File: src/logic/rx_front_map.vh
// Purpose: register offsets, field positions, reset values and counts of the receive front end
// Assumes: included by the receive front end files and by its testbench
// Notes:   definitions only
`ifndef RX_FRONT_MAP_VH
`define RX_FRONT_MAP_VH

// register offsets (byte addresses)
`define OFS_CTRL        8'h00
`define OFS_PATTERN     8'h04
`define OFS_RUNLEN      8'h08
`define OFS_STATUS      8'h0c

// control register fields
`define CTRL_MODE_LO    0
`define CTRL_MODE_HI    2
`define CTRL_PROTO_LO   4
`define CTRL_PROTO_HI   5
`define CTRL_WIDTH10    6
`define CTRL_DOUBLE     7
`define CTRL_USED       8
`define CTRL_PAT7       9
`define CTRL_QUAD       10
`define CTRL_PPM_LO     12
`define CTRL_PPM_HI     13
`define CTRL_RESET      32'h0000_0142

// aligner mode codes
`define MODE_SLIP       3'h0
`define MODE_A16        3'h1
`define MODE_A10        3'h2
`define MODE_XAUI       3'h3
`define MODE_GIGE       3'h4

// protocol codes
`define PROTO_CUSTOM    2'h0
`define PROTO_SONET     2'h1
`define PROTO_XAUI      2'h2
`define PROTO_GIGE      2'h3

// pattern and run length reset values, run length step units
`define PATTERN_RESET   16'h017c
`define RUNLEN_RESET    5'h1f
`define RL_UNIT10       8'h05
`define RL_UNIT8        8'h04

// frequency and phase thresholds
`define PPM_T0          11'd125
`define PPM_T1          11'd250
`define PPM_T2          11'd500
`define PPM_T3          11'd1000
`define PHASE_TOL       8'd8

// comma code group, first bit in bit 0
`define COMMA_K285      10'h17c

// sync state machine counts
`define ACQ_XAUI        3'd4
`define ACQ_GIGE        3'd3
`define LOSS_BAD        3'd4

// status register fields
`define ST_LOCK_DATA    0
`define ST_REF_LOCK     1
`define ST_SYNC         2
`define ST_PAT_DET      3
`define ST_RUNLEN       4
`define ST_MODE_ERR     5
`define ST_PWRDN        6

`endif

File: src/logic/rx_deser.v
// Purpose: serial to parallel converter with a slip-able and alignable word boundary
// Assumes: one serial bit per clock, first bit is the least significant
// Notes:   a slip delays the boundary by exactly one bit; a slip in the boundary cycle is ignored
`timescale 1ns/1ps

module rx_deser #(
	parameter SRW = 32
) (
	// clock and reset
	input  wire            clk_i,
	input  wire            rst_n_i,
	// control
	input  wire            en_i,
	input  wire            width10_i,
	input  wire            slip_i,
	input  wire            align_i,
	// serial bit
	input  wire            bit_i,
	// parallel side
	output wire [SRW-1:0]  win_o,
	output wire            boundary_o,
	output reg  [9:0]      word_o,
	output reg             word_vld_o
);

	reg  [SRW-1:0] sr_r;
	reg  [3:0]     cnt_r;
	wire [3:0]     last;

	assign last       = width10_i ? 4'd9 : 4'd7;
	assign win_o      = sr_r;
	assign boundary_o = (cnt_r == last);

	always @(posedge clk_i) begin
		if (!rst_n_i || !en_i) begin
			sr_r       <= {SRW{1'b0}};
			cnt_r      <= 4'h0;
			word_o     <= 10'h000;
			word_vld_o <= 1'b0;
		end else begin
			sr_r       <= {bit_i, sr_r[SRW-1:1]};
			word_vld_o <= 1'b0;
			if (align_i || boundary_o) begin
				word_o     <= width10_i ? sr_r[SRW-1:SRW-10] : {2'b00, sr_r[SRW-1:SRW-8]};
				word_vld_o <= 1'b1;
				cnt_r      <= 4'h0;
			end else if (slip_i) begin
				cnt_r <= cnt_r;
			end else begin
				cnt_r <= cnt_r + 4'h1;
			end
		end
	end

endmodule // rx_deser

File: src/logic/rx_front.v
// Purpose: receive front end: lock switchover, lock status, deserializer, word aligner
// Assumes: one serial bit per clk_i; ppm and phase deviation come from the pll detectors
// Notes:   registers over apb, zero wait states
// Notes on behaviour
// - lock-to-data input wins; reference input alone forces reference; both low is auto.
// - unconnected override inputs tied low give automatic switchover.
// - auto mode goes to data lock only within selected ppm threshold.
// - auto mode also needs phase within .08 UI before data lock.
// - status output shows the recovery unit is locked to data.
// - active-low output shows receive pll locked to reference.
// - unused channel powers down its pll and recovery unit.
// - serial stream becomes 8 or 10 bit words, first bit is lsb.
// - run length threshold 5..160 step 5, or 4..128 step 4.
// - each slip request moves the word boundary by exactly one bit. A request that falls in the boundary cycle is ignored.
// - bit-slip mode keeps pattern detection; 8/10 bit, single or double width. Only single width is built; CTRL_DOUBLE is stored, unused.
// - bit-slip only under custom or sonet protocol.
// - 16-bit mode aligns to A1A2; A1A1A2A2 only under sonet.
// - 16-bit mode realigns when the realign input is raised.
// - 16-bit mode only on 8-bit path, custom or sonet.
// - 10-bit mode aligns to pattern, full ten or lower seven bits.
// - 10-bit pattern matched in both disparities.
// - 10-bit alignment only while aligner enable input is high.
// - 10-bit mode only under custom protocol.
// - xaui and gige modes use a sync machine on comma K28.5.
// - xaui machine only for xaui protocol, gige only for gige.
//
// The implementer's own choices: the placing of the registers and the APB slave port.
`timescale 1ns/1ps
`include "rx_front_map.vh"

module rx_front #(
	parameter SRW = 32
) (
	// clock and reset
	input  wire        clk_i,
	input  wire        rst_n_i,
	// apb slave
	input  wire        psel_i,
	input  wire        penable_i,
	input  wire        pwrite_i,
	input  wire [7:0]  paddr_i,
	input  wire [31:0] pwdata_i,
	output reg  [31:0] prdata_o,
	output wire        pready_o,
	output wire        pslverr_o,
	// lock overrides and pll status
	input  wire        lock_data_i,
	input  wire        lock_ref_i,
	input  wire        pll_ref_lock_i,
	input  wire [10:0] ppm_dev_i,
	input  wire [7:0]  phase_dev_i,
	// serial data and fabric controls
	input  wire        sdata_i,
	input  wire        slip_i,
	input  wire        realign_i,
	input  wire        align_en_i,
	// status and parallel data
	output reg         lock_to_data_o,
	output reg         pll_locked_n_o,
	output reg         pwrdn_o,
	output reg         pattern_det_o,
	output reg         sync_o,
	output reg         runlen_err_o,
	output wire [9:0]  word_o,
	output wire        word_vld_o
);

	localparam LK_REF  = 2'b01;
	localparam LK_DATA = 2'b10;
	localparam SY_LOSS = 3'b001;
	localparam SY_ACQ  = 3'b010;
	localparam SY_OK   = 3'b100;

	reg  [31:0]    ctrl_r;
	reg  [15:0]    pat_r;
	reg  [4:0]     rlen_r;
	reg  [1:0]     lk_r;
	reg  [1:0]     lk_nxt;
	reg  [2:0]     sy_r;
	reg  [2:0]     sy_nxt;
	reg  [2:0]     good_r;
	reg  [2:0]     good_nxt;
	reg  [2:0]     bad_r;
	reg  [2:0]     bad_nxt;
	reg            slip_d_r;
	reg            realign_d_r;
	reg            armed_r;
	reg            aligned_r;
	reg            last_bit_r;
	reg  [7:0]     run_r;
	reg            align_req;
	reg            det;
	wire [SRW-1:0] win;
	wire           boundary;
	wire [2:0]     mode;
	wire [1:0]     proto;
	wire           width10;
	wire           used;
	wire           mode_ok;
	wire           auto_ok;
	wire [9:0]     w10;
	wire [7:0]     w8;
	wire           m10;
	wire           m16;
	wire           comma;
	wire           slip_ev;
	wire           realign_ev;
	wire           setup;
	wire           mapped;
	wire           sync_mode;
	wire [31:0]    status;

	assign mode    = ctrl_r[`CTRL_MODE_HI:`CTRL_MODE_LO];
	assign proto   = ctrl_r[`CTRL_PROTO_HI:`CTRL_PROTO_LO];
	assign width10 = ctrl_r[`CTRL_WIDTH10];
	assign used    = ctrl_r[`CTRL_USED];

	// frequency window for the selected ppm setting
	function [10:0] ppm_thr;
		input [1:0] sel;
		begin
			case (sel)
				2'h0: ppm_thr = `PPM_T0;
				2'h1: ppm_thr = `PPM_T1;
				2'h2: ppm_thr = `PPM_T2;
				default: ppm_thr = `PPM_T3;
			endcase
		end
	endfunction

	// run length limit: (field + 1) steps of 5 or 4 bits
	function [7:0] rl_thr;
		input [4:0] steps;
		input       w10_path;
		reg   [7:0] unit;
		begin
			unit   = w10_path ? `RL_UNIT10 : `RL_UNIT8;
			rl_thr = ({3'b000, steps} + 8'h01) * unit;
		end
	endfunction

	// legal combinations of aligner mode, protocol and path width
	function legal;
		input [2:0] m;
		input [1:0] p;
		input       w10_path;
		input       quad;
		reg         cs;
		begin
			cs = (p == `PROTO_CUSTOM) || (p == `PROTO_SONET);
			case (m)
				`MODE_SLIP: legal = cs;
				`MODE_A16:  legal = cs && !w10_path && (!quad || p == `PROTO_SONET);
				`MODE_A10:  legal = (p == `PROTO_CUSTOM) && w10_path;
				`MODE_XAUI: legal = (p == `PROTO_XAUI) && w10_path;
				`MODE_GIGE: legal = (p == `PROTO_GIGE) && w10_path;
				default:    legal = 1'b0;
			endcase
		end
	endfunction

	assign mode_ok   = legal(mode, proto, width10, ctrl_r[`CTRL_QUAD]);
	assign sync_mode = (mode == `MODE_XAUI) || (mode == `MODE_GIGE);

	// ---------------- apb slave ----------------
	assign setup     = psel_i && !penable_i;
	assign mapped    = (paddr_i == `OFS_CTRL) || (paddr_i == `OFS_PATTERN) ||
	                   (paddr_i == `OFS_RUNLEN) || (paddr_i == `OFS_STATUS);
	assign pready_o  = psel_i && penable_i;
	assign pslverr_o = psel_i && penable_i && !mapped;

	assign status = {25'h0, pwrdn_o, !mode_ok, runlen_err_o, pattern_det_o, sync_o,
	                 pll_ref_lock_i && used, lock_to_data_o};

	always @(posedge clk_i) begin
		if (!rst_n_i) begin
			ctrl_r   <= `CTRL_RESET;
			pat_r    <= `PATTERN_RESET;
			rlen_r   <= `RUNLEN_RESET;
			prdata_o <= 32'h0000_0000;
		end else begin
			if (setup && !pwrite_i) begin
				case (paddr_i)
					`OFS_CTRL:    prdata_o <= ctrl_r;
					`OFS_PATTERN: prdata_o <= {16'h0000, pat_r};
					`OFS_RUNLEN:  prdata_o <= {27'h0, rlen_r};
					`OFS_STATUS:  prdata_o <= status;
					default:      prdata_o <= 32'h0000_0000;
				endcase
			end
			if (pready_o && pwrite_i) begin
				case (paddr_i)
					`OFS_CTRL:    ctrl_r <= pwdata_i & 32'h0000_37f7;
					`OFS_PATTERN: pat_r <= pwdata_i[15:0];
					`OFS_RUNLEN:  rlen_r <= pwdata_i[4:0];
					default:      ctrl_r <= ctrl_r;
				endcase
			end
		end
	end

	// ---------------- lock switchover ----------------
	assign auto_ok = (ppm_dev_i <= ppm_thr(ctrl_r[`CTRL_PPM_HI:`CTRL_PPM_LO])) &&
	                 (phase_dev_i <= `PHASE_TOL);

	always @* begin
		lk_nxt = lk_r;
		if (!used) begin
			lk_nxt = LK_REF;
		end else if (lock_data_i) begin
			lk_nxt = LK_DATA;
		end else if (lock_ref_i) begin
			lk_nxt = LK_REF;
		end else begin
			case (lk_r)
				LK_REF: begin
					if (auto_ok)
						lk_nxt = LK_DATA;
				end
				LK_DATA: begin
					if (ppm_dev_i > ppm_thr(ctrl_r[`CTRL_PPM_HI:`CTRL_PPM_LO]))
						lk_nxt = LK_REF;
				end
				default: lk_nxt = LK_REF;
			endcase
		end
	end

	always @(posedge clk_i) begin
		if (!rst_n_i) begin
			lk_r           <= LK_REF;
			lock_to_data_o <= 1'b0;
			pll_locked_n_o <= 1'b1;
			pwrdn_o        <= 1'b0;
		end else begin
			lk_r           <= lk_nxt;
			lock_to_data_o <= (lk_nxt == LK_DATA);
			pll_locked_n_o <= !(pll_ref_lock_i && used);
			pwrdn_o        <= !used;
		end
	end

	// ---------------- pattern compare ----------------
	assign w10   = win[SRW-1:SRW-10];
	assign w8    = win[SRW-1:SRW-8];
	assign m10   = ctrl_r[`CTRL_PAT7] ?
	               ((w10[6:0] == pat_r[6:0]) || (w10[6:0] == ~pat_r[6:0])) :
	               ((w10 == pat_r[9:0]) || (w10 == ~pat_r[9:0]));
	assign m16   = ctrl_r[`CTRL_QUAD] ?
	               (win == {pat_r[15:8], pat_r[15:8], pat_r[7:0], pat_r[7:0]}) :
	               (win[SRW-1:SRW-16] == pat_r);
	assign comma = (w10 == `COMMA_K285) || (w10 == ~`COMMA_K285);

	assign slip_ev    = slip_i && !slip_d_r;
	assign realign_ev = realign_i && !realign_d_r;

	// ---------------- comma sync machine ----------------
	always @* begin
		sy_nxt   = sy_r;
		good_nxt = good_r;
		bad_nxt  = bad_r;
		case (sy_r)
			SY_LOSS: begin
				if (comma) begin
					sy_nxt   = SY_ACQ;
					good_nxt = 3'd1;
				end
			end
			SY_ACQ: begin
				if (comma && boundary) begin
					good_nxt = good_r + 3'd1;
					if (good_nxt == ((mode == `MODE_XAUI) ? `ACQ_XAUI : `ACQ_GIGE)) begin
						sy_nxt  = SY_OK;
						bad_nxt = 3'd0;
					end
				end else if (comma) begin
					good_nxt = 3'd1;
				end
			end
			SY_OK: begin
				if (comma && !boundary) begin
					bad_nxt = bad_r + 3'd1;
					if (bad_nxt == `LOSS_BAD)
						sy_nxt = SY_LOSS;
				end else if (comma) begin
					bad_nxt = 3'd0;
				end
			end
			default: sy_nxt = SY_LOSS;
		endcase
		if (!sync_mode || !mode_ok) begin
			sy_nxt   = SY_LOSS;
			good_nxt = 3'd0;
			bad_nxt  = 3'd0;
		end
	end

	// ---------------- aligner control ----------------
	always @* begin
		align_req = 1'b0;
		det       = 1'b0;
		if (mode_ok) begin
			case (mode)
				`MODE_SLIP: begin
					det = boundary && (width10 ? (w10 == pat_r[9:0]) : (w8 == pat_r[7:0]));
				end
				`MODE_A16: begin
					det       = m16;
					align_req = m16 && armed_r;
				end
				`MODE_A10: begin
					det       = m10;
					align_req = m10 && align_en_i;
				end
				`MODE_XAUI, `MODE_GIGE: begin
					det       = comma;
					align_req = comma && (sy_r != SY_OK);
				end
				default: begin
					det       = 1'b0;
					align_req = 1'b0;
				end
			endcase
		end
	end

	always @(posedge clk_i) begin
		if (!rst_n_i) begin
			sy_r          <= SY_LOSS;
			good_r        <= 3'd0;
			bad_r         <= 3'd0;
			slip_d_r      <= 1'b0;
			realign_d_r   <= 1'b0;
			armed_r       <= 1'b1;
			aligned_r     <= 1'b0;
			pattern_det_o <= 1'b0;
			sync_o        <= 1'b0;
		end else begin
			sy_r          <= sy_nxt;
			good_r        <= good_nxt;
			bad_r         <= bad_nxt;
			slip_d_r      <= slip_i;
			realign_d_r   <= realign_i;
			pattern_det_o <= det;
			// a match moves the boundary in the deserializer, so it wins over a re-arm
			if (align_req) begin
				armed_r   <= 1'b0;
				aligned_r <= 1'b1;
			end else if (realign_ev || !mode_ok) begin
				armed_r   <= 1'b1;
				aligned_r <= 1'b0;
			end
			sync_o <= sync_mode ? (sy_nxt == SY_OK) : (aligned_r || align_req);
		end
	end

	// ---------------- run length detector ----------------
	always @(posedge clk_i) begin
		if (!rst_n_i || !used) begin
			last_bit_r   <= 1'b0;
			run_r        <= 8'h00;
			runlen_err_o <= 1'b0;
		end else begin
			last_bit_r <= sdata_i;
			if (sdata_i != last_bit_r)
				run_r <= 8'h01;
			else if (run_r != 8'hff)
				run_r <= run_r + 8'h01;
			runlen_err_o <= (sdata_i == last_bit_r) && (run_r >= rl_thr(rlen_r, width10));
		end
	end

	rx_deser #(
		.SRW (SRW)
	) u_deser (
		.clk_i      (clk_i),
		.rst_n_i    (rst_n_i),
		.en_i       (used),
		.width10_i  (width10),
		.slip_i     (slip_ev && mode_ok && mode == `MODE_SLIP),
		.align_i    (align_req),
		.bit_i      (sdata_i),
		.win_o      (win),
		.boundary_o (boundary),
		.word_o     (word_o),
		.word_vld_o (word_vld_o)
	);

endmodule // rx_front

File: config.mk
export PLATFORM = sky130hd
export DESIGN_NAME = rx_front
export DESIGN_NICKNAME = d
export VERILOG_FILES = /design/src/logic/rx_deser.v /design/src/logic/rx_front.v
export VERILOG_INCLUDE_DIRS = /design/src /design/src/logic
export SDC_FILE = /design/constraint.sdc
export NUM_CORES = 1
export LEC_CHECK = 0
export ABC_AREA = 0
export ABC_CLOCK_PERIOD_IN_PS = 2890
export BUFFER_PORTS_ARGS = -buffer_cell sky130_fd_sc_hd__buf_2
export CORE_AREA = 2 2 145 147
export CTS_BUF_LIST = sky130_fd_sc_hd__clkbuf_2 sky130_fd_sc_hd__clkbuf_4 sky130_fd_sc_hd__clkbuf_8
export CTS_CLUSTER_DIAMETER = 100
export DETAILED_ROUTE_END_ITERATION = 8
export DIE_AREA = 0 0 147 149
export HOLD_SLACK_MARGIN = 0.06
export PLACE_DENSITY_LB_ADDON = 0.1
export SETUP_SLACK_MARGIN = 0.1
export SLEW_MARGIN = 20
export SYNTH_ARGS = -nofsm -noshare
export SYNTH_HDL_FRONTEND = slang
export SYNTH_SLANG_ARGS = --single-unit
File: constraint.sdc
create_clock -name clk_i -period 2.89 [get_ports clk_i]
set_input_delay 0.578 -clock clk_i [delete_from_list [all_inputs] [get_ports clk_i]]
set_output_delay 0.578 -clock clk_i [all_outputs]
set_load 0.01 [all_outputs]
# Word level (Yosys, flattened, before mapping)
# Index checks and enable logic that the tools add are counted.
# totals
elab_cells,189
out_inout_bits,51
inputBits,71
regBits,142
# classes
muxes,46
n_lt_le_gt_ge,4
n_addsub,5
reduce_logical,67
eq_ne,38
multipliers,1
bitwise,3
# op_table
operator,n
16-bit case mux with 4 select lines,1
11-bit two-way mux,4
3-bit two-way mux,13
32-bit == test,1
10-bit case mux with 3 select lines,1
1-bit logical AND,23
10-bit == test,2
16-bit == test,1
8-bit by 4-bit == test with 1-bit output (second input constant),2
7-bit == test,2
1-bit logical OR,14
1-bit logical NOT,13
1-bit two-way mux,13
3-bit == test (second input constant),4
3-bit case mux with 2 select lines,2
11-bit > comparator,1
11-bit less-or-equal comparator,1
10-bit == test (second input constant),1
10-bit by 9-bit == test with 1-bit output (second input constant),1
2-bit == test (second input constant),5
10-bit two-way mux,1
2-bit two-way mux,5
10-bit inverter,1
3-bit by 2-bit == test with 1-bit output (second input constant),3
33 further kinds,49

# Logic depth before layout (Yosys ltp)
# Gate-level depths: netlist of run 1.
# logic_depth
ltp_word,13
depth_mapped,15
mapped_depth_nobuf,15

# By module
# From an unflattened synthesis of run 1, not the netlist that was laid out.
# hier_totals
hier_cells,770
area_unflattened_um2,6722.7
# by_module_without_submodules
mod,area_per_inst_um2,seq_area_each_um2,instances,cells_each
rx_front,5143.7,1581.5,1,630
rx_deser,1579.0,940.9,1,140

# Worst setup path before layout of run 1
# OpenSTA, ideal clock, no wires.
# synth_path
kind,register to register
start,register ctrl_r[6]
end,register runlen_err_o
synth_period_minus_slack_ps,2704
n_path_buf,2
t_required_ps,2770
setup_time_ps,120
stages_incl_launch_ff,16
arrival_ps,2585
path_slack_ps,186
cell_sequence,dfxtp_1 buf_2 buf_2 and2_1 ha_1 ha_1 inv_1 fa_1 inv_1 a21o_1 a21oi_1 xnor2_1 ha_1 nor2_1 nor2_1 o31a_1
# synth_via
elab_chain_cells,4
# synth_lines
element,line_no,source
from (decl),rx_front.v:74,reg [31:0] ctrl_r;
from (signal assigned),rx_front.v:177,ctrl_r <= `CTRL_RESET;
from (signal assigned),rx_front.v:193,`OFS_CTRL: ctrl_r <= pwdata_i & 32'h0000_37f7;
from (signal assigned),rx_front.v:196,default: ctrl_r <= ctrl_r;
1-bit two-way mux (no line),n/a,
6-bit by 3-bit multiplier with 8-bit output,rx_front.v:138,"rl_thr = ({3'b000, steps} + 8'h01) * unit;"
8-bit >= comparator,rx_front.v:369,"runlen_err_o <= (sdata_i == last_bit_r) && (run_r >= rl_thr(rlen_r, width10));"
1-bit logical AND,rx_front.v:369,
to (signal assigned),rx_front.v:369,
to (decl),rx_front.v:63,"output reg runlen_err_o,"
# Every way passes these cells.
# A chain may end at the register's enable or synchronous reset.

# Final worst setup path of run 1
# layout_path
start,register rlen_r[1]
end,register runlen_err_o
# layout_via
elab_chain_cells,4
# layout_lines
element,line_no,source
from (decl),rx_front.v:76,reg [4:0] rlen_r;
from (signal assigned),rx_front.v:179,rlen_r <= `RUNLEN_RESET;
from (signal assigned),rx_front.v:195,`OFS_RUNLEN: rlen_r <= pwdata_i[4:0];
5-bit by 1-bit adder with 6-bit output,rx_front.v:138,
6-bit by 3-bit multiplier with 8-bit output,rx_front.v:138,
8-bit >= comparator,rx_front.v:369,
1-bit logical AND,rx_front.v:369,
# Every way passes these cells.

==> impl_metrics.xml, run 1 <==
<?xml version="1.0" encoding="UTF-8"?>
<metrics>
  <group name="cts">
    <metric name="clock_sink_count" unit="">125</metric>
    <metric name="clk_slew_on_worst_s_h_paths" unit="ns">0.09</metric>
    <metric name="clock_latency" unit="ns">0.45</metric>
    <metric name="clockRootBuffer" unit="">sky130_fd_sc_hd__clkbuf_8</metric>
    <metric name="total_cts_buffers" unit="">17</metric>
    <metric name="tritoncts" unit="">done</metric>
    <metric name="htreeDepth" unit="">4</metric>
    <metric name="clk_path_buf_depth" unit="">2</metric>
  </group>
  <group name="route">
    <metric name="avgViaCountPerCell" unit="">5.08</metric>
    <metric name="detail_route.first_pass.iterations" unit="">5</metric>
    <metric name="vias" unit="">6182</metric>
    <metric name="drt-total-wl" unit="um">20300</metric>
    <metric name="drt_iter0_drcs" unit="">316</metric>
    <metric name="drt-wirelength-per-cell" unit="um">16.7</metric>
    <metric name="route.antenna.remaining_nets" unit="">0</metric>
    <metric name="drc" unit="">0</metric>
  </group>
  <group name="floorplanning">
    <metric name="die_w" unit="um">147</metric>
    <metric name="die_height" unit="um">149</metric>
    <metric name="core.rowCount" unit="">53</metric>
    <metric name="core" unit="sq mm">0.0206</metric>
    <metric name="die_area" unit="sq mm">0.0219</metric>
    <metric name="initial_core_util" unit="">0.343</metric>
    <metric name="num_io_pins" unit="">122</metric>
  </group>
  <group name="timing">
    <metric name="highest_clock_frequency_the_design_can_meet" unit="GHz">0.373</metric>
    <metric name="final_max_slew_viol_count" unit="">0</metric>
    <metric name="hold_violations" unit="">0</metric>
    <metric name="rsz0062_at_grt" unit="">true</metric>
    <metric name="clock_skew" unit="ns">0.0152</metric>
    <metric name="setup_tns" unit="ns">0</metric>
    <metric name="worstMarginPinSlew" unit="ns">0.761</metric>
    <metric name="min_period" unit="ns">2.68</metric>
    <metric name="min_period_over_period" unit="">0.927</metric>
    <metric name="maxSlewHeadroom" unit="">0.491</metric>
    <metric name="setup_viol_count_final" unit="">0</metric>
  </group>
  <group name="global_route">
    <metric name="antenna_violations_before_repair" unit="">0</metric>
    <metric name="grt_pass1_vias" unit="">5874</metric>
    <metric name="track_usage" unit="">0.190</metric>
    <metric name="congestion_overflow_gr" unit="">0</metric>
    <metric name="grt_start_max_net_pins" unit="">26</metric>
    <metric name="grt_first_pass_wirelength" unit="um">32500</metric>
  </group>
  <group name="min_path">
    <metric name="timing.hold.worst.class" unit="">in -&gt; reg</metric>
  </group>
  <group name="logic_synthesis">
    <metric name="post_synth.cell_area_avg" unit="sq um">8.36</metric>
    <metric name="netlist_area" unit="sq mm">0.00704</metric>
    <metric name="async_flop_share" unit="">0</metric>
    <metric name="synth_top_cells_by_area" unit="">sky130_fd_sc_hd__dfxtp_1, sky130_fd_sc_hd__ha_1, sky130_fd_sc_hd__and3_1</metric>
    <metric name="synth_edf_count" unit="">0</metric>
    <metric name="syn_inst" unit="">842</metric>
    <metric name="yosys_register_bits" unit="">125</metric>
    <metric name="post_synth_num_cell_types" unit="">73</metric>
    <metric name="synth-seq-area-share" unit="">0.355</metric>
    <metric name="ys.warnings.count" unit="">0</metric>
    <metric name="synth_largest_type_area_fraction" unit="">0.355</metric>
    <metric name="netlist.top_cell.by_area" unit="">sky130_fd_sc_hd__dfxtp_1</metric>
    <metric name="yosys_most_used_dff" unit="">sky130_fd_sc_hd__dfxtp_1</metric>
  </group>
  <group name="power_and_ir_drop">
    <metric name="irDropWorstVdd" unit="mV">0.272</metric>
    <metric name="p_total" unit="mW">3.55</metric>
    <metric name="powerDensity" unit="mW/mm^2">430</metric>
    <metric name="p_leak" unit="nW">3.72</metric>
  </group>
  <group name="final_layout">
    <metric name="layout.core_utilization" unit="">0.402</metric>
    <metric name="drive_above_1_share" unit="">0.212</metric>
    <metric name="fillerInstances" unit="">2200</metric>
    <metric name="area_delta_synth_final" unit="%">17.3</metric>
    <metric name="fin_nets" unit="">1034</metric>
    <metric name="diodes" unit="">0</metric>
  </group>
  <group name="setup_path">
    <metric name="critPathRequiredTime" unit="ns">3.23</metric>
    <metric name="critical_path_arrival" unit="ns">3.02</metric>
    <metric name="setup.worst_path.end_class" unit="">register</metric>
    <metric name="worst-path-max-fanout" unit="">4</metric>
    <metric name="worstSetupStartpointType" unit="">register</metric>
    <metric name="criticalPathCategory" unit="">reg -&gt; reg</metric>
  </group>
  <group name="place">
    <metric name="routabilityCongestion" unit="">0.784</metric>
    <metric name="post-dp-hpwl" unit="um">15000</metric>
    <metric name="port_buffers" unit="">89</metric>
  </group>
  <group name="job">
    <metric name="max_cap_violations" unit="">0</metric>
  </group>
  <group name="status">
    <metric name="run_status" unit="">finished clean</metric>
  </group>
</metrics>
## metrics by stage
step / cell area (sq um) / hold slack [ns] / setup slack (ns) / instances
floorplan: 7100 / 0.434 / 0.186 / 857
global placement: 7760 / 0.444 / 0.0717 / 1184
global route: 8260 / 0.333 / 0.0727 / 1218
finish: 8260 / 0.361 / 0.212 / 1218
CTS: 8170 / 0.324 / 0.102 / 1216
detailed placement: 7760 / 0.450 / 0.0659 / 1184
## Yosys cell counts (24+ instances only)
master                     number
sky130_fd_sc_hd__dfxtp_1      125
sky130_fd_sc_hd__nand2_1       90
sky130_fd_sc_hd__nor2_1        64
sky130_fd_sc_hd__and3_1        55
sky130_fd_sc_hd__nand3_1       48
sky130_fd_sc_hd__a21oi_1       45
sky130_fd_sc_hd__nor3_1        37
sky130_fd_sc_hd__ha_1          32
sky130_fd_sc_hd__xnor2_1       31
sky130_fd_sc_hd__clkbuf_1      27
sky130_fd_sc_hd__xor2_1        27
sky130_fd_sc_hd__o21ai_0       26
sky130_fd_sc_hd__inv_1         24
## cells in the final DEF, fill, tap and decap left out, drive strengths merged, types with 18 or more instances in the layout
cell	n
xor2	27
ha	32
xnor2	31
nor2	64
inv	30
and3	56
buf	126
clkbuf	18
nand2	90
o21ai	30
nor3	37
nand3	49
dfxtp	125
a21oi	46
## where the power goes
part / total, mW / leakage (nW) / switching (mW) / internal [mW]
Sequential: 1.75 / 1.01 / 0.0194 / 1.73
Clock: 1.59 / 0.191 / 0.800 / 0.791
Combinational: 0.213 / 2.52 / 0.123 / 0.0897
## what timing repair did
item / CTS / global route
hold buffers: 0 / 0
resized for setup: 5 / 19
pin swaps: 2 / 11
setup buffers: 0 / 2
setup endpoints to repair: 1 / 2
## metal layers
| layer | vias up | wire length, um | GRT usage |
|---|---|---|---|
| li1 | 3117 | - | - |
| met1 | 2925 | 9890 | 0.266 |
| met2 | 122 | 9390 | 0.302 |
| met3 | 18 | 777 | 0.0361 |
| met4 | 0 | 245 | 0.0486 |
| met5 | - | 0 | 0 |
## path summary, 6_finish.rpt
path	from	to	slack, ns	cells past startpoint
worst min register to register	ctrl_r[7]	ctrl_r[7]	0.46	2
worst max register to register	rlen_r[1]	runlen_err_o	0.21	13
worst min-delay path	realign_i	realign_d_r	0.36	3
worst max-delay path	rlen_r[1]	runlen_err_o	0.21	13
## flip-flops by register name (all words and copies together) (netlist names), 2 cells and up
| name | count |
|---|---|
| prdata_o | 16 |
| run_r | 8 |
| ctrl_r | 12 |
| lk_r | 2 |
| rlen_r | 5 |
| u_deser.word_o | 10 |
| pat_r | 16 |
| good_r | 3 |
| u_deser.cnt_r | 4 |
| bad_r | 3 |
| u_deser.win_o | 31 |
| sy_r | 3 |
## area by class of cell
class	count	area (sq um)	share of cell area
Inverter	24	90.1	0.0109
Clock buffer	18	241	0.0292
Sequential cell	125	2520	0.305
Clock inverter	14	156	0.0189
Timing Repair Buffer	126	723	0.0876
Tap cell	275	344	0.0417
Multi-Input combinational cell	636	4190	0.507
## worst max-delay path, stage by stage, from the launching register on
cell	delay (ns)
sky130_fd_sc_hd__dfxtp_4	0.38
sky130_fd_sc_hd__ha_4	0.15
sky130_fd_sc_hd__nand3_2	0.09
sky130_fd_sc_hd__xnor2_2	0.19
sky130_fd_sc_hd__and2_4	0.18
sky130_fd_sc_hd__ha_4	0.20
sky130_fd_sc_hd__ha_1	0.28
sky130_fd_sc_hd__a21o_1	0.19
sky130_fd_sc_hd__a21oi_2	0.14
sky130_fd_sc_hd__xor2_1	0.16
sky130_fd_sc_hd__ha_1	0.25
sky130_fd_sc_hd__o21ai_1	0.08
sky130_fd_sc_hd__a21oi_1	0.06
sky130_fd_sc_hd__o31a_1	0.23
## cell families (layout without fill, tap and decap cells)
logic type | Yosys count | after routing | share of synthesized area
simple gates | 365 | 365 | 0.270
compound gates | 137 | 137 | 0.126
flops | 125 | 125 | 0.355
buf+inv | 96 | 182 | 0.0689
xor+xnor | 58 | 58 | 0.0721
fa+ha+maj | 33 | 33 | 0.0597
mux | 27 | 27 | 0.0473
other cells | 1 | 16 | 0.000533
No activity file was read; power rests on OpenSTA's default activity.
==> run 2, diff against run 1 <==
--- a/config.mk
+++ b/config.mk
@@ -6,7 +6,6 @@
 export SDC_FILE = /design/constraint.sdc
 export NUM_CORES = 1
 export LEC_CHECK = 0
-export ABC_AREA = 0
 export ABC_CLOCK_PERIOD_IN_PS = 2890
 export BUFFER_PORTS_ARGS = -buffer_cell sky130_fd_sc_hd__buf_2
 export CORE_AREA = 2 2 145 147
@@ -14,8 +13,9 @@
 export CTS_CLUSTER_DIAMETER = 100
 export DETAILED_ROUTE_END_ITERATION = 8
 export DIE_AREA = 0 0 147 149
-export HOLD_SLACK_MARGIN = 0.06
+export HOLD_SLACK_MARGIN = 0.03
 export PLACE_DENSITY_LB_ADDON = 0.1
+export RECOVER_POWER = 50
 export SETUP_SLACK_MARGIN = 0.1
 export SLEW_MARGIN = 20
 export SYNTH_ARGS = -nofsm -noshare
==> run 2 against run 1 <==
Net effect: utilization shrank 0.21 points; sequential cell count is the same; sequential share of layout area grew 0.16 points; via count shrank 0.31%; largest power group unchanged.
==> impl_metrics.xml, run 2 (synthesis results as in run 1) <==
<?xml version="1.0" encoding="UTF-8"?>
<metrics>
  <group name="status">
    <metric name="run_status" unit="">finished clean</metric>
  </group>
  <group name="global_route">
    <metric name="grt_start_max_net_pins" unit="">26</metric>
    <metric name="track_usage" unit="">0.190</metric>
    <metric name="grt_first_pass_wirelength" unit="um">32500</metric>
    <metric name="congestion_overflow_gr" unit="">0</metric>
    <metric name="grt_pass1_vias" unit="">5874</metric>
    <metric name="antenna_violations_before_repair" unit="">0</metric>
  </group>
  <group name="setup_path">
    <metric name="ff2ff_setup_slack" unit="ns">0.21</metric>
    <metric name="rr_endpoint" unit="">runlen_err_o</metric>
    <metric name="r2r_start" unit="">rlen_r[1]</metric>
    <metric name="worstSetupStartpointType" unit="">register</metric>
    <metric name="critical_path_arrival" unit="ns">3.02</metric>
    <metric name="setup.worst_path.end_class" unit="">register</metric>
    <metric name="worst-r2r-cell-count" unit="">13</metric>
    <metric name="worst-path-max-fanout" unit="">4</metric>
    <metric name="criticalPathCategory" unit="">reg -&gt; reg</metric>
    <metric name="critPathRequiredTime" unit="ns">3.23</metric>
  </group>
  <group name="route">
    <metric name="route.antenna.remaining_nets" unit="">0</metric>
    <metric name="drt-total-wl" unit="um">20400</metric>
    <metric name="vias" unit="">6163</metric>
    <metric name="drt-wirelength-per-cell" unit="um">16.7</metric>
    <metric name="detail_route.first_pass.iterations" unit="">4</metric>
    <metric name="drc" unit="">0</metric>
    <metric name="drt_iter0_drcs" unit="">319</metric>
    <metric name="avgViaCountPerCell" unit="">5.06</metric>
  </group>
  <group name="final_layout">
    <metric name="fillerInstances" unit="">2216</metric>
    <metric name="diodes" unit="">0</metric>
    <metric name="fin_nets" unit="">1034</metric>
    <metric name="area_delta_synth_final" unit="%">16.7</metric>
    <metric name="layout_commonest_cell" unit="">sky130_fd_sc_hd__dfxtp_1</metric>
    <metric name="layout.core_utilization" unit="">0.400</metric>
    <metric name="largest_register_ffs" unit="">31</metric>
    <metric name="sequential_cell_area" unit="sq mm">0.00252</metric>
    <metric name="multi_input_gate_area_in_the_final_layout" unit="sq mm">0.00419</metric>
    <metric name="drive_above_1_share" unit="">0.185</metric>
    <metric name="most_used_cells_in_the_layout_excluding_fill_and_tap_cells" unit="">sky130_fd_sc_hd__dfxtp_1, sky130_fd_sc_hd__nand2_1, sky130_fd_sc_hd__buf_2</metric>
    <metric name="post-route-cell-area" unit="sq mm">0.00822</metric>
  </group>
  <group name="cts">
    <metric name="clock_sink_count" unit="">125</metric>
    <metric name="clk_slew_on_worst_s_h_paths" unit="ns">0.09</metric>
    <metric name="tritoncts" unit="">done</metric>
    <metric name="total_cts_buffers" unit="">17</metric>
    <metric name="htreeDepth" unit="">4</metric>
    <metric name="clock_latency" unit="ns">0.45</metric>
    <metric name="cts_hold_repair.buffers" unit="">0</metric>
    <metric name="clockRootBuffer" unit="">sky130_fd_sc_hd__clkbuf_8</metric>
    <metric name="clk_path_buf_depth" unit="">2</metric>
  </group>
  <group name="timing">
    <metric name="hold_violations" unit="">0</metric>
    <metric name="worstMarginPinSlew" unit="ns">1.04</metric>
    <metric name="highest_clock_frequency_the_design_can_meet" unit="GHz">0.374</metric>
    <metric name="setup_tns" unit="ns">0</metric>
    <metric name="worst_slack" unit="ns">0.214</metric>
    <metric name="min_period" unit="ns">2.68</metric>
    <metric name="clock_skew" unit="ns">0.0144</metric>
    <metric name="final_max_slew_viol_count" unit="">0</metric>
    <metric name="min_period_over_period" unit="">0.926</metric>
    <metric name="maxSlewHeadroom" unit="">0.307</metric>
    <metric name="setup_viol_count_final" unit="">0</metric>
    <metric name="rsz0062_at_grt" unit="">true</metric>
  </group>
  <group name="min_path">
    <metric name="timing.hold.worst_endpoint" unit="">realign_d_r</metric>
    <metric name="timing.hold.worst.class" unit="">in -&gt; reg</metric>
    <metric name="whs_path_depth" unit="">3</metric>
    <metric name="worst_hold_startpoint" unit="">realign_i</metric>
  </group>
  <group name="power_and_ir_drop">
    <metric name="p_leak" unit="nW">3.62</metric>
    <metric name="combPwrFrac" unit="">0.060</metric>
    <metric name="power.switching" unit="mW">0.943</metric>
    <metric name="sequentialPowerShare" unit="">0.493</metric>
    <metric name="switching_share" unit="">0.265</metric>
    <metric name="irDropWorstVdd" unit="mV">0.271</metric>
    <metric name="intPower" unit="mW">2.61</metric>
    <metric name="share_clk_of_total_power" unit="">0.448</metric>
    <metric name="powerDensity" unit="mW/mm^2">433</metric>
  </group>
  <group name="floorplanning">
    <metric name="num_io_pins" unit="">122</metric>
    <metric name="core.rowCount" unit="">53</metric>
    <metric name="core" unit="sq mm">0.0206</metric>
    <metric name="die_area" unit="sq mm">0.0219</metric>
    <metric name="initial_core_util" unit="">0.343</metric>
    <metric name="die_height" unit="um">149</metric>
    <metric name="die_w" unit="um">147</metric>
  </group>
  <group name="job">
    <metric name="max_cap_violations" unit="">0</metric>
  </group>
  <group name="place">
    <metric name="post-dp-hpwl" unit="um">15000</metric>
    <metric name="place_ws" unit="ns">0.0659</metric>
    <metric name="port_buffers" unit="">89</metric>
    <metric name="routabilityCongestion" unit="">0.784</metric>
    <metric name="place_area" unit="sq mm">0.00776</metric>
  </group>
</metrics>
[run 2: cell types whose count changed in the layout (fill, tap and decap cells not counted), sizes merged]
cell | before | now
buf | 126 | 100
clkbuf | 18 | 44
[run 2: per-stage QoR]
stage               hold WS (ns)  power, mW  cells
floorplan                  0.434       1.93    857
global placement           0.444       2.01   1184
detailed placement         0.450       2.01   1184
CTS                        0.324       3.61   1216
global route               0.333       3.70   1218
finish                     0.362       3.55   1218
[run 2: repair_timing]
action,4_1_cts,5_1_grt
endpoints found under the setup margin,1,2
hold endpoints to repair,0,0
gates cloned,0,0
pin swaps,2,11
resized for setup,5,19
buffers inserted,0,2
[run 2: power groups by stage]
stage	registers (mW)	logic (mW)	clock network, mW
after floorplan	1.79	0.143	0
after global placement	1.80	0.214	0
after detailed placement	1.79	0.215	0
after CTS	1.75	0.215	1.64
after global routing	1.75	0.237	1.71
final	1.75	0.211	1.59
[run 2: critical path: stages (launching register included)]
cell,delay [ns]
sky130_fd_sc_hd__dfxtp_4,0.38
sky130_fd_sc_hd__ha_4,0.15
sky130_fd_sc_hd__nand3_2,0.09
sky130_fd_sc_hd__xnor2_2,0.19
sky130_fd_sc_hd__and2_4,0.18
sky130_fd_sc_hd__ha_4,0.20
sky130_fd_sc_hd__ha_1,0.28
sky130_fd_sc_hd__a21o_1,0.19
sky130_fd_sc_hd__a21oi_2,0.14
sky130_fd_sc_hd__xor2_1,0.16
sky130_fd_sc_hd__ha_1,0.25
sky130_fd_sc_hd__o21ai_1,0.08
sky130_fd_sc_hd__a21oi_1,0.06
sky130_fd_sc_hd__o31a_1,0.23
[run 2: cell type report]
| class | instances | share of cell area |
|---|---|---|
| clock buffers | 18 | 0.0294 |
| clock inverters | 14 | 0.0190 |
| inverters | 24 | 0.0110 |
| multi-input cells | 636 | 0.510 |
| flip-flops and latches | 125 | 0.306 |
| well taps | 275 | 0.0419 |
| repair buffers | 126 | 0.0828 |
[run 2: worst max-delay path by stage]
stage,from,endpoint,slack [ns],cells past startpoint
after floorplan,ctrl_r[6],runlen_err_o,0.19,15
after global routing,rlen_r[0],runlen_err_o,0.07,13
after detailed placement,rlen_r[1],runlen_err_o,0.07,13
after global placement,rlen_r[1],runlen_err_o,0.07,13
after CTS,rlen_r[1],runlen_err_o,0.10,13
final,rlen_r[1],runlen_err_o,0.21,13
[run 2: routing by layer]
layer,global-route usage,up-vias,routed length [um]
met5,0,-,0
met2,0.302,112,9390
met1,0.266,2912,10000
met4,0.0486,0,245
met3,0.0361,17,679
li1,-,3122,-
